$ cat src/hadc_cfg.svh
// Constants of the haptic drive control block.
// Assumes inclusion by bare name from the design files.
`ifndef HADC_CFG_SVH
`define HADC_CFG_SVH
`define HADC_LOAD_OFF        2'h0
`define HADC_LOAD_LRA        2'h1
`define HADC_LOAD_ERM        2'h2
`define HADC_SRC_PWM         1'h0
`define HADC_SRC_HOST        1'h1
`define HADC_CODE_MAX        8'sh7f
`define HADC_CODE_MIN        8'sh81
`define HADC_SQUELCH_PERIODS 512
`define HADC_GAIN_NUM        1135
`define HADC_GAIN_DEN        127000
`define HADC_SLOW_HZ         32000
`define HADC_CLK_HZ          50000000
`define HADC_SLOW_DIV        (`HADC_CLK_HZ / `HADC_SLOW_HZ)
`define HADC_DAC_MID         8'h80
`endif

$ cat src/hadc_pkg.sv
// Types of the haptic drive control block.
// Assumes the configuration header is compiled alongside.
package hadc_pkg;
	typedef enum logic [1:0] {
		HADC_ST_OFF   = 2'b00,
		HADC_ST_DRIVE = 2'b01,
		HADC_ST_SQL   = 2'b10,
		HADC_ST_FAULT = 2'b11
	} hadc_state_t;

	typedef struct packed {
		logic [1:0] load_type_select;
		logic       drive_source_select;
		logic       range_config_bit;
		logic [7:0] squelch_window;
		logic [3:0] output_gain_setting;
		logic [3:0] slew_filter_bandwidth;
	} hadc_cfg_t;

	typedef struct packed {
		logic [7:0] dac_code;
		logic       motor_out_pos;
		logic       motor_out_neg;
	} hadc_out_t;
endpackage

$ cat src/hadc_pwm_meas.sv
// Measures high time and period of the drive PWM input and maps the duty to a signed code.
// Assumes the PWM input is synchronous to clk_sys.
`timescale 1ns/10ps
`default_nettype none
`include "hadc_cfg.svh"
module hadc_pwm_meas
	import hadc_pkg::*;
#(
	parameter int CW = 20
) (
	input  wire logic              clk_sys,
	input  wire logic              rst_n,
	input  wire logic              drive_pwm_duty,
	output logic signed [7:0]      pwm_code,
	output logic                   period_tick
);
	logic [CW-1:0] per_cnt_reg;
	logic [CW-1:0] hi_cnt_reg;
	logic          pwm_d_reg;
	logic          rise;
	logic [CW+8:0] scaled;
	logic signed [CW+9:0] offs;

	assign rise = drive_pwm_duty & ~pwm_d_reg;
	assign period_tick = rise;
	// Each 1/256 of the period away from half duty moves the code by one.
	assign scaled = {1'b0, hi_cnt_reg, 8'h00} / {9'h000, per_cnt_reg};
	assign offs = $signed({1'b0, scaled}) - $signed({{(CW+2){1'b0}}, 8'h80});

	always_ff @(posedge clk_sys or negedge rst_n) begin
		if (!rst_n) begin
			pwm_d_reg <= 1'b0;
			per_cnt_reg <= '0;
			hi_cnt_reg <= '0;
		end else begin
			pwm_d_reg <= drive_pwm_duty;
			if (rise) begin
				per_cnt_reg <= CW'(1);
				hi_cnt_reg <= CW'(1);
			end else begin
				if (per_cnt_reg != '1) per_cnt_reg <= per_cnt_reg + CW'(1);
				if (drive_pwm_duty && hi_cnt_reg != '1) hi_cnt_reg <= hi_cnt_reg + CW'(1);
			end
		end
	end

	always_ff @(posedge clk_sys or negedge rst_n) begin
		if (!rst_n) begin
			pwm_code <= 8'sh00;
		end else if (rise && per_cnt_reg > CW'(2)) begin
			if (offs > 127) pwm_code <= `HADC_CODE_MAX;
			else if (offs < -127) pwm_code <= `HADC_CODE_MIN;
			else pwm_code <= 8'(offs);
		end
	end
endmodule
`default_nettype wire

$ cat src/hadc_top.sv
// Haptic actuator drive control: code source, squelch, slew filter, gain, DAC code, faults.
// Assumes all inputs synchronous to clk_sys; fault inputs come from analog comparators.
`timescale 1ns/10ps
`default_nettype none
`include "hadc_cfg.svh"
module hadc_top
	import hadc_pkg::*;
#(
	parameter int SLOW_DIV = `HADC_SLOW_DIV,
	parameter int SQL_PER  = `HADC_SQUELCH_PERIODS
) (
	input  wire logic              clk_sys,
	input  wire logic              rst_n,
	input  wire hadc_cfg_t         cfg,
	input  wire logic signed [7:0] host_amplitude_level,
	input  wire logic              drive_pwm_duty,
	input  wire logic              short_detect,
	input  wire logic              temp_alarm,
	output hadc_out_t              drive_out,
	output logic signed [7:0]      signed_drive_code,
	output logic                   short_fault_flag,
	output logic                   drive_active
);
	hadc_state_t       state_reg;
	logic signed [7:0] pwm_code;
	logic              period_tick;
	logic [15:0]       slow_cnt_reg;
	logic              slow_tick;
	logic              ref_tick;
	logic              enabled;
	logic              is_erm;
	logic              in_sql;
	logic [9:0]        sql_cnt_reg;
	logic signed [7:0] filt_reg;
	logic [7:0]        slew_cnt_reg;
	logic              carrier_reg;
	logic signed [19:0] prod;
	logic signed [7:0] lvl;
	logic [7:0]        mag;

	hadc_pwm_meas #(.CW(20)) u_meas (
		.clk_sys        (clk_sys),
		.rst_n          (rst_n),
		.drive_pwm_duty (drive_pwm_duty),
		.pwm_code       (pwm_code),
		.period_tick    (period_tick)
	);

	assign enabled = cfg.load_type_select != `HADC_LOAD_OFF;
	assign is_erm = cfg.load_type_select == `HADC_LOAD_ERM;
	assign slow_tick = slow_cnt_reg == 16'(SLOW_DIV - 1);
	// Rotating-mass host mode references the slow oscillator; all else the PWM period.
	assign ref_tick = (is_erm && cfg.drive_source_select) ? slow_tick : period_tick;
	assign in_sql = (signed_drive_code <= $signed({1'b0, cfg.squelch_window[6:0]})) &&
		(signed_drive_code >= -$signed({1'b0, cfg.squelch_window[6:0]}));
	assign short_fault_flag = short_detect;

	always_ff @(posedge clk_sys or negedge rst_n) begin
		if (!rst_n) slow_cnt_reg <= 16'h0000;
		else if (slow_tick) slow_cnt_reg <= 16'h0000;
		else slow_cnt_reg <= slow_cnt_reg + 16'h0001;
	end

	always_ff @(posedge clk_sys or negedge rst_n) begin
		if (!rst_n) begin
			signed_drive_code <= 8'sh00;
		end else if (cfg.drive_source_select == `HADC_SRC_PWM) begin
			signed_drive_code <= pwm_code;
		end else if (is_erm ? slow_tick : period_tick) begin
			signed_drive_code <= host_amplitude_level;
		end
	end

	always_ff @(posedge clk_sys or negedge rst_n) begin
		if (!rst_n) sql_cnt_reg <= 10'h000;
		else if (!in_sql) sql_cnt_reg <= 10'h000;
		else if (ref_tick && sql_cnt_reg <= 10'(SQL_PER)) sql_cnt_reg <= sql_cnt_reg + 10'h001;
	end

	always_ff @(posedge clk_sys or negedge rst_n) begin
		if (!rst_n) begin
			state_reg <= HADC_ST_OFF;
		end else if (!enabled) begin
			state_reg <= HADC_ST_OFF;
		end else if (short_detect || temp_alarm) begin
			state_reg <= HADC_ST_FAULT;
		end else if (sql_cnt_reg > 10'(SQL_PER)) begin
			state_reg <= HADC_ST_SQL;
		end else begin
			state_reg <= HADC_ST_DRIVE;
		end
	end

	// Slew limiter: one code step per (bandwidth+1)*16 cycles, toward the target.
	always_ff @(posedge clk_sys or negedge rst_n) begin
		if (!rst_n) begin
			filt_reg <= 8'sh00;
			slew_cnt_reg <= 8'h00;
		end else if (state_reg != HADC_ST_DRIVE) begin
			filt_reg <= 8'sh00;
			slew_cnt_reg <= 8'h00;
		end else if (slew_cnt_reg >= {cfg.slew_filter_bandwidth, 4'hf}) begin
			slew_cnt_reg <= 8'h00;
			if (filt_reg < signed_drive_code) filt_reg <= filt_reg + 8'sh01;
			else if (filt_reg > signed_drive_code) filt_reg <= filt_reg - 8'sh01;
		end else begin
			slew_cnt_reg <= slew_cnt_reg + 8'h01;
		end
	end

	// Gain: code*gain*1.135 with 127 as full scale; saturates as the supply would.
	// The product is formed at 32 bits, as code*gain*1135 overflows 20 bits.
	assign prod = 20'(($signed({{24{filt_reg[7]}}, filt_reg}) *
		$signed({28'h0000000, cfg.output_gain_setting}) * 32'sd1135) / 32'sd1000);
	assign lvl = (prod > 127) ? 8'sh7f : (prod < -127) ? 8'sh81 : 8'(prod);
	assign mag = lvl[7] ? 8'(-lvl) : 8'(lvl);

	always_ff @(posedge clk_sys or negedge rst_n) begin
		if (!rst_n) carrier_reg <= 1'b0;
		else if (period_tick) carrier_reg <= ~carrier_reg;
	end

	always_ff @(posedge clk_sys or negedge rst_n) begin
		if (!rst_n) begin
			drive_out <= '{dac_code: `HADC_DAC_MID, motor_out_pos: 1'b0, motor_out_neg: 1'b0};
		end else if (state_reg != HADC_ST_DRIVE) begin
			drive_out <= '{dac_code: `HADC_DAC_MID, motor_out_pos: 1'b0, motor_out_neg: 1'b0};
		end else if (is_erm) begin
			drive_out.dac_code <= `HADC_DAC_MID + 8'(lvl);
			drive_out.motor_out_pos <= !lvl[7] && lvl != 8'sh00;
			drive_out.motor_out_neg <= lvl[7];
		end else begin
			drive_out.dac_code <= carrier_reg ? `HADC_DAC_MID + mag : `HADC_DAC_MID - mag;
			drive_out.motor_out_pos <= carrier_reg && mag != 8'h00;
			drive_out.motor_out_neg <= !carrier_reg && mag != 8'h00;
		end
	end

	assign drive_active = state_reg == HADC_ST_DRIVE;

	a_fault_grounds: assert property (@(posedge clk_sys) disable iff (!rst_n)
		(short_detect && enabled) |-> ##2 (!drive_out.motor_out_pos && !drive_out.motor_out_neg))
		else $error("outputs not grounded after short");
	a_off_idle: assert property (@(posedge clk_sys) disable iff (!rst_n)
		(!enabled) [*2] |=> !drive_active)
		else $error("drive active while disabled");
	a_temp_stop: assert property (@(posedge clk_sys) disable iff (!rst_n)
		(temp_alarm && enabled) |=> !drive_active)
		else $error("drive active during alarm");
	a_resume_auto: assert property (@(posedge clk_sys) disable iff (!rst_n)
		(enabled && !short_detect && !temp_alarm && sql_cnt_reg == 10'h000) [*2] |-> drive_active)
		else $error("no automatic resume");
	a_sql_force: assert property (@(posedge clk_sys) disable iff (!rst_n)
		(sql_cnt_reg > 10'(SQL_PER) && enabled) |=> !drive_active)
		else $error("squelch not applied");
	a_slew_step: assert property (@(posedge clk_sys) disable iff (!rst_n)
		drive_active |=> (filt_reg - $past(filt_reg) <= 1 && $past(filt_reg) - filt_reg <= 1))
		else $error("slew step too large");
	a_src_pwm: assert property (@(posedge clk_sys) disable iff (!rst_n)
		(cfg.drive_source_select == 1'b0) |=> signed_drive_code == $past(pwm_code))
		else $error("pwm code not followed");
	a_src_host: assert property (@(posedge clk_sys) disable iff (!rst_n)
		(cfg.drive_source_select && is_erm && slow_tick) |=>
		signed_drive_code == $past(host_amplitude_level))
		else $error("host level not sampled");
endmodule
`default_nettype wire

$ cat config.mk
export PLATFORM = sky130hd
export DESIGN_NAME = hadc_top
export DESIGN_NICKNAME = d
export VERILOG_FILES = /design/src/hadc_pkg.sv /design/src/hadc_pwm_meas.sv /design/src/hadc_top.sv
export VERILOG_INCLUDE_DIRS = /design/src /design/src/src
export SDC_FILE = /design/constraint.sdc
export NUM_CORES = 2
export LEC_CHECK = 0
export BUFFER_PORTS_ARGS = -buffer_cell sky130_fd_sc_hd__buf_4
export CAP_MARGIN = 20
export CORE_ASPECT_RATIO = 0.8
export CORE_UTILIZATION = 35
export DETAILED_ROUTE_END_ITERATION = 8
export PLACE_DENSITY = 0.53
export SYNTH_ARGS = -nofsm -noshare
export SYNTH_HDL_FRONTEND = slang
export SYNTH_SLANG_ARGS = --single-unit
$ cat constraint.sdc
create_clock -name clk_sys -period 276.9 [get_ports clk_sys]
set_clock_uncertainty 0.15 [all_clocks]
set_input_delay 27.69 -clock clk_sys [delete_from_list [all_inputs] [get_ports clk_sys]]
set_output_delay 27.69 -clock clk_sys [all_outputs]
set_load 0.01 [all_outputs]
# Yosys cells after proc, flatten, opt, wreduce, memory -nomap -nowiden
# Index checks and enable logic that the tools add are counted.
# totals
ff_bits	112
in_bits	33
output_inout_bits	20
elab_cells	101
# classes
add_sub_neg	13
mul	2
div_mod_pow	2
n_lt_le_gt_ge	12
eq_ne	8
muxes	28
bitwise	3
n_reduce_logical	19
# op_table
operator	count
two-way mux 8 bit	14
two-way mux 20 bit	4
adder 20 x 1 -> 20 bit (second input constant)	2
two-way mux 10 bit	4
!= test 20 bit (second input constant)	2
divider 32 x 11 -> 32 bit (second input constant)	1
greater-than comparator 30 x 8 -> 1 bit (second input constant)	1
< comparator 30 x 8 -> 1 bit (second input constant)	1
subtractor 29 x 8 -> 30 bit (second input constant)	1
divider 28 x 20 -> 29 bit	1
multiplier 13 x 12 -> 25 bit (second input constant)	1
greater-than comparator 20 x 2 -> 1 bit (second input constant)	1
greater-than comparator 20 x 8 -> 1 bit (second input constant)	1
< comparator 20 x 8 -> 1 bit (second input constant)	1
adder 16 x 1 -> 16 bit (second input constant)	1
adder 8 bit (first input constant)	2
== test 16 x 11 -> 1 bit (second input constant)	1
greater-or-equal comparator 8 bit	2
two-way mux 16 bit	1
nonzero test 8 bit	2
multiplier 8 x 5 -> 13 bit	1
adder 10 x 1 -> 10 bit (second input constant)	1
greater-than comparator 10 bit (second input constant)	1
<= comparator 10 bit (second input constant)	1
other kinds (22)	39

# Longest topological paths before layout
# depth
ltp_word	12
mapped_depth	518
mapped_depth_nobuf	489

# By module
# Synthesis repeated with hierarchy kept, for this count alone.
# unflattened
cells_unflattened	5294
hier_area_um2	39067.5
# by_module_without_submodules
module	n_inst	cells_each	area_per_inst_um2	seq_area_each_um2
hadc_pwm_meas	1	3528	25051.5	1226.2
hadc_top	1	1766	14015.9	1577.8

# Least setup slack after synthesis
# No wires, ideal clock.
# synth_timing
kind	reg-to-reg
start	reg u_meas.per_cnt_reg[17]
end	reg u_meas.pwm_code[0]
setup_ps	126
arrival_ps	93430
required_ps	276624
slack_ps	183194
stages_incl_launch_ff	503
path_buffers	37
synth_period_minus_slack_ps	93706
path_cell_list	dfrtp_1 -> or3_1 -> clkbuf_1 -> or4_1 -> or4_1 -> nor2_1 -> and3_1 -> ha_1 -> o21a_1 -> nor2_1 -> inv_1 -> a31oi_1 -> nor2_1 -> ha_1 -> o21a_1 -> o21ai_0 -> nor2b_1 -> nor2_1 -> (+467 left out) -> nor2b_1 -> o21ai_0 -> nand2b_1 -> a21oi_1 -> nor2b_1 -> o21ai_0 -> nand2b_1 -> a21oi_1 -> nor2_1 -> a211oi_1 -> o21ai_0 -> a21o_1 -> a21o_1 -> a2111oi_0 -> nand3_1 -> nor2_1 -> o211a_1 -> a21oi_1
# synth_via
elab_chain_cells	5
elab_cells_between_ends	8
classes_between	add/sub: 1; div: 1; order compare: 3; mux: 2; reduce/logical: 1
# synth_lines
element	line_no	source
from (decl)	hadc_pwm_meas.sv:17	logic [CW-1:0] per_cnt_reg;
from (signal assigned)	hadc_pwm_meas.sv:41	if (per_cnt_reg != '1) per_cnt_reg <= per_cnt_reg + CW'(1);
divider 28 x 20 -> 29 bit	hadc_pwm_meas.sv:27	assign scaled = {1'b0, hi_cnt_reg, 8'h00} / {9'h000, per_cnt_reg};
subtractor 29 x 8 -> 30 bit	hadc_pwm_meas.sv:28	assign offs = $signed({1'b0, scaled}) - $signed({{(CW+2){1'b0}}, 8'h80});
< comparator 30 x 8 -> 1 bit	hadc_pwm_meas.sv:52	else if (offs < -127) pwm_code <= `HADC_CODE_MIN;
two-way mux 8 bit	hadc_pwm_meas.sv:52	
two-way mux 8 bit	hadc_pwm_meas.sv:51	if (offs > 127) pwm_code <= `HADC_CODE_MAX;
to (signal assigned)	hadc_pwm_meas.sv:51	
to (signal assigned)	hadc_pwm_meas.sv:52	
to (signal assigned)	hadc_pwm_meas.sv:53	else pwm_code <= 8'(offs);
to (decl)	hadc_pwm_meas.sv:14	output logic signed [7:0] pwm_code,
# Several ways; a longest one is shown, not always the timed one.
# A chain may end at the register's enable or synchronous reset.

# Worst setup path after layout
# Ends and elaborated chain as after synthesis.

==> impl_metrics.env <==
export IMPL_outcome="finished, final reports clean"
export IMPL_slew_headroom_pct=24.1
export IMPL_syn_nets=5288
export IMPL_fin_crit_ns=99.39
export IMPL_r2r_start="u_meas.per_cnt_reg[17]"
export IMPL_synth_compound_area_share_pct=27.3
export IMPL_grt_pass1_vias=30300
export IMPL_worstHoldEndpoint="slew_cnt_reg[0]"
export IMPL_vias=33100
export IMPL_synthCells=4652
export IMPL_grt_use_total_pct=18.8
export IMPL_drive_above_1_share_pct=7.56
export IMPL_gp_congestion=0.836
export IMPL_drc_errors=0
export IMPL_reg2reg_to="u_meas.pwm_code[0]"
export IMPL_setup_violations=0
export IMPL_io_pin_count=53
export IMPL_start_util_pct=35.6
export IMPL_row_count=102
export IMPL_grt_pass1_wl_um=159000
export IMPL_layout_nets=5263
export IMPL_cts_sinks=112
export IMPL_synth_ff_type="dfrtp_1"
export IMPL_maxCapViolCount=0
export IMPL_ant_nets=0
export IMPL_synth_top_cell_area_share_pct=19.0
export IMPL_synthAdderAreaFrac_pct=23.4
export IMPL_hpwl_um=77700
export IMPL_path_clk_slew_ns=0.09
export IMPL_ys_ff_latch=112
export IMPL_dieArea_mm2=0.100
export IMPL_worstHoldStart="slew_cnt_reg[0]"
export IMPL_die_x_um=354
export IMPL_rrSetupSlack_ns=177.51
export IMPL_worstPathArrival_ns=99.50
export IMPL_synth_edff_count=0
export IMPL_startpoint_type="flip-flop"
export IMPL_syn_cell_area_mm2=0.0347
export IMPL_synth_largest_area_cell="ha_1"
export IMPL_critPathRequiredTime_ns=277.01
export IMPL_setup_tns_ns=0
export IMPL_yosysMostFrequentCell="ha_1"
export IMPL_io_buffers=50
export IMPL_drtPass1Iterations=5
export IMPL_ys_seq_area_share_pct=8.08
export IMPL_synth_xor_area_share_pct=7.72
export IMPL_vias_per_cell=5.58
export IMPL_path_max_fanout=44
export IMPL_end_kind="flip-flop"
export IMPL_synth_commonest_cells="ha_1 (528), nor2_1 (441), nand2_1 (352), inv_1 (299), a21oi_1 (271)"
export IMPL_grt_max_degree=64
export IMPL_synth_simple_area_share_pct=23.4
export IMPL_antenna_found_initial=2
export IMPL_clk_latency_ns=0.38
export IMPL_tightest_slew_ns=1.13
export IMPL_async_reset_ff_share_pct=100
export IMPL_core_mm2=0.0975
export IMPL_clock_root_buffer="clkbuf_16"
export IMPL_cts_resized=0
export IMPL_reg2reg_depth=487
export IMPL_htreeDepth=3
export IMPL_critPathSlowestCell="a2111oi_0"
export IMPL_cts_buffers=9
export IMPL_fin_crit_sh_pct=35.9
export IMPL_antennaDiodeCount=0
export IMPL_worst_setup_path_type="flip-flop to flip-flop"
export IMPL_area_growth_pct=6.25
export IMPL_hold_class="flip-flop to flip-flop"
export IMPL_synth_top_family_by_area="compound AO/OA/AOI/OAI gates"
export IMPL_crit_top_cell="o21a_1"
export IMPL_clockBufferDepth=2
export IMPL_syn_avg_cell_area_um2=7.46
export IMPL_cp_startpoint="u_meas.per_cnt_reg[17]"
export IMPL_yosysWarningCount=0
export IMPL_holdBufCountCts=0
export IMPL_max_freq_ghz=0.0101
export IMPL_wl_per_cell_um=16.3
export IMPL_rsz0062_at_grt="no"
export IMPL_muxShareOfSynthArea_pct=5.05
export IMPL_totalWireLength_um=96700
export IMPL_slew_viol_final=0
export IMPL_max_stage_delay_ns=0.96
export IMPL_hold_viol=0
export IMPL_synth_area_leaders="ha_1 (19%), dfrtp_1 (8.0%), xnor2_1 (5.2%)"
export IMPL_drtIter0Drc=2067
export IMPL_nFillCells=10300
export IMPL_postCtsSetupRepairBufs=0
export IMPL_cts_tree="yes"
export IMPL_synth_cell_types=125
export IMPL_hold_depth=1
export IMPL_die_y_um=284
export IMPL_grt_overflow=0
[through the flow]
step	setup WS [ns]	cells	hold slack (ns)	util, %	cell area, um2
5_1_grt	169.11	5932	0.334	37.8	36900
3_5_place_dp	178.52	5915	0.306	37.5	36600
2_1_floorplan	183.19	4652	0.275	-	34700
6_report	177.51	5932	0.316	37.8	36900
3_3_place_gp	178.92	5915	0.299	37.5	36600
4_1_cts	177.97	5931	0.317	37.8	36900
[layout make-up]
class	instances	area [um2]	area share [%]
clock inverter	6	66.3	0.180
inverter	302	1130	3.07
multi-input combinational	4098	30200	82.0
timing repair buffer	104	781	2.12
sequential	112	2800	7.60
tap	1300	1630	4.41
clock buffer	10	239	0.648
[how the worst max path moves through the flow]
stage,to,slack (ns),cells past startpoint
3_5_place_dp,u_meas.pwm_code[0],178.52,487
3_3_place_gp,u_meas.pwm_code[0],178.92,487
2_1_floorplan,u_meas.pwm_code[0],183.19,502
4_1_cts,u_meas.pwm_code[0],177.97,487
6_report,u_meas.pwm_code[0],177.51,487
5_1_grt,u_meas.pwm_code[0],169.11,489
[cell families after synthesis]
logic type / count (synthesis)
AOI/OAI and AO/OA: 1366
and+or+nand+nor: 1661
buffers and inverters: 442
DFF: 112
muxes: 159
other: 1
xor gates and xnor gates: 305
adders and majority gates: 606
[worst max-delay path: cells and delay by family (launching register included)]
family,cells,cell delay [ns]
AO/OA/AOI/OAI,355,69.97
multiplexers,4,1.08
adder cells (fa/ha/maj),28,9.03
buffers and inverters,22,5.97
flip-flops,1,0.46
AND/OR/NAND/NOR,78,12.31
[placed cells by master, fill, tap and decap left out, drive strengths merged, types with 100 or more instances in the layout]
master  Yosys  routed
ha        528     528
nor2      441     441
nand2     353     353
inv       300     301
a21oi     282     282
o21ai     255     255
nor3      250     250
xnor2     205     205
o21a      204     204
a21o      151     151
o31ai     130     130
nand3     123     123
mux2      117     117
dfrtp     111     111
buf        39     104
xor2      100     100
[per-layer routing]
layer | track usage, % | share of wire (%) | wire, um
met5 | 0 | 0.012 | 12
met4 | 2.03 | 0.97 | 940
met3 | 1.48 | 3.6 | 3510
met2 | 27.7 | 40 | 38800
met1 | 29.9 | 55 | 53400
Power is not shown: default switching activity piles up to over one toggle a cycle in this logic, so the estimate is an artifact.
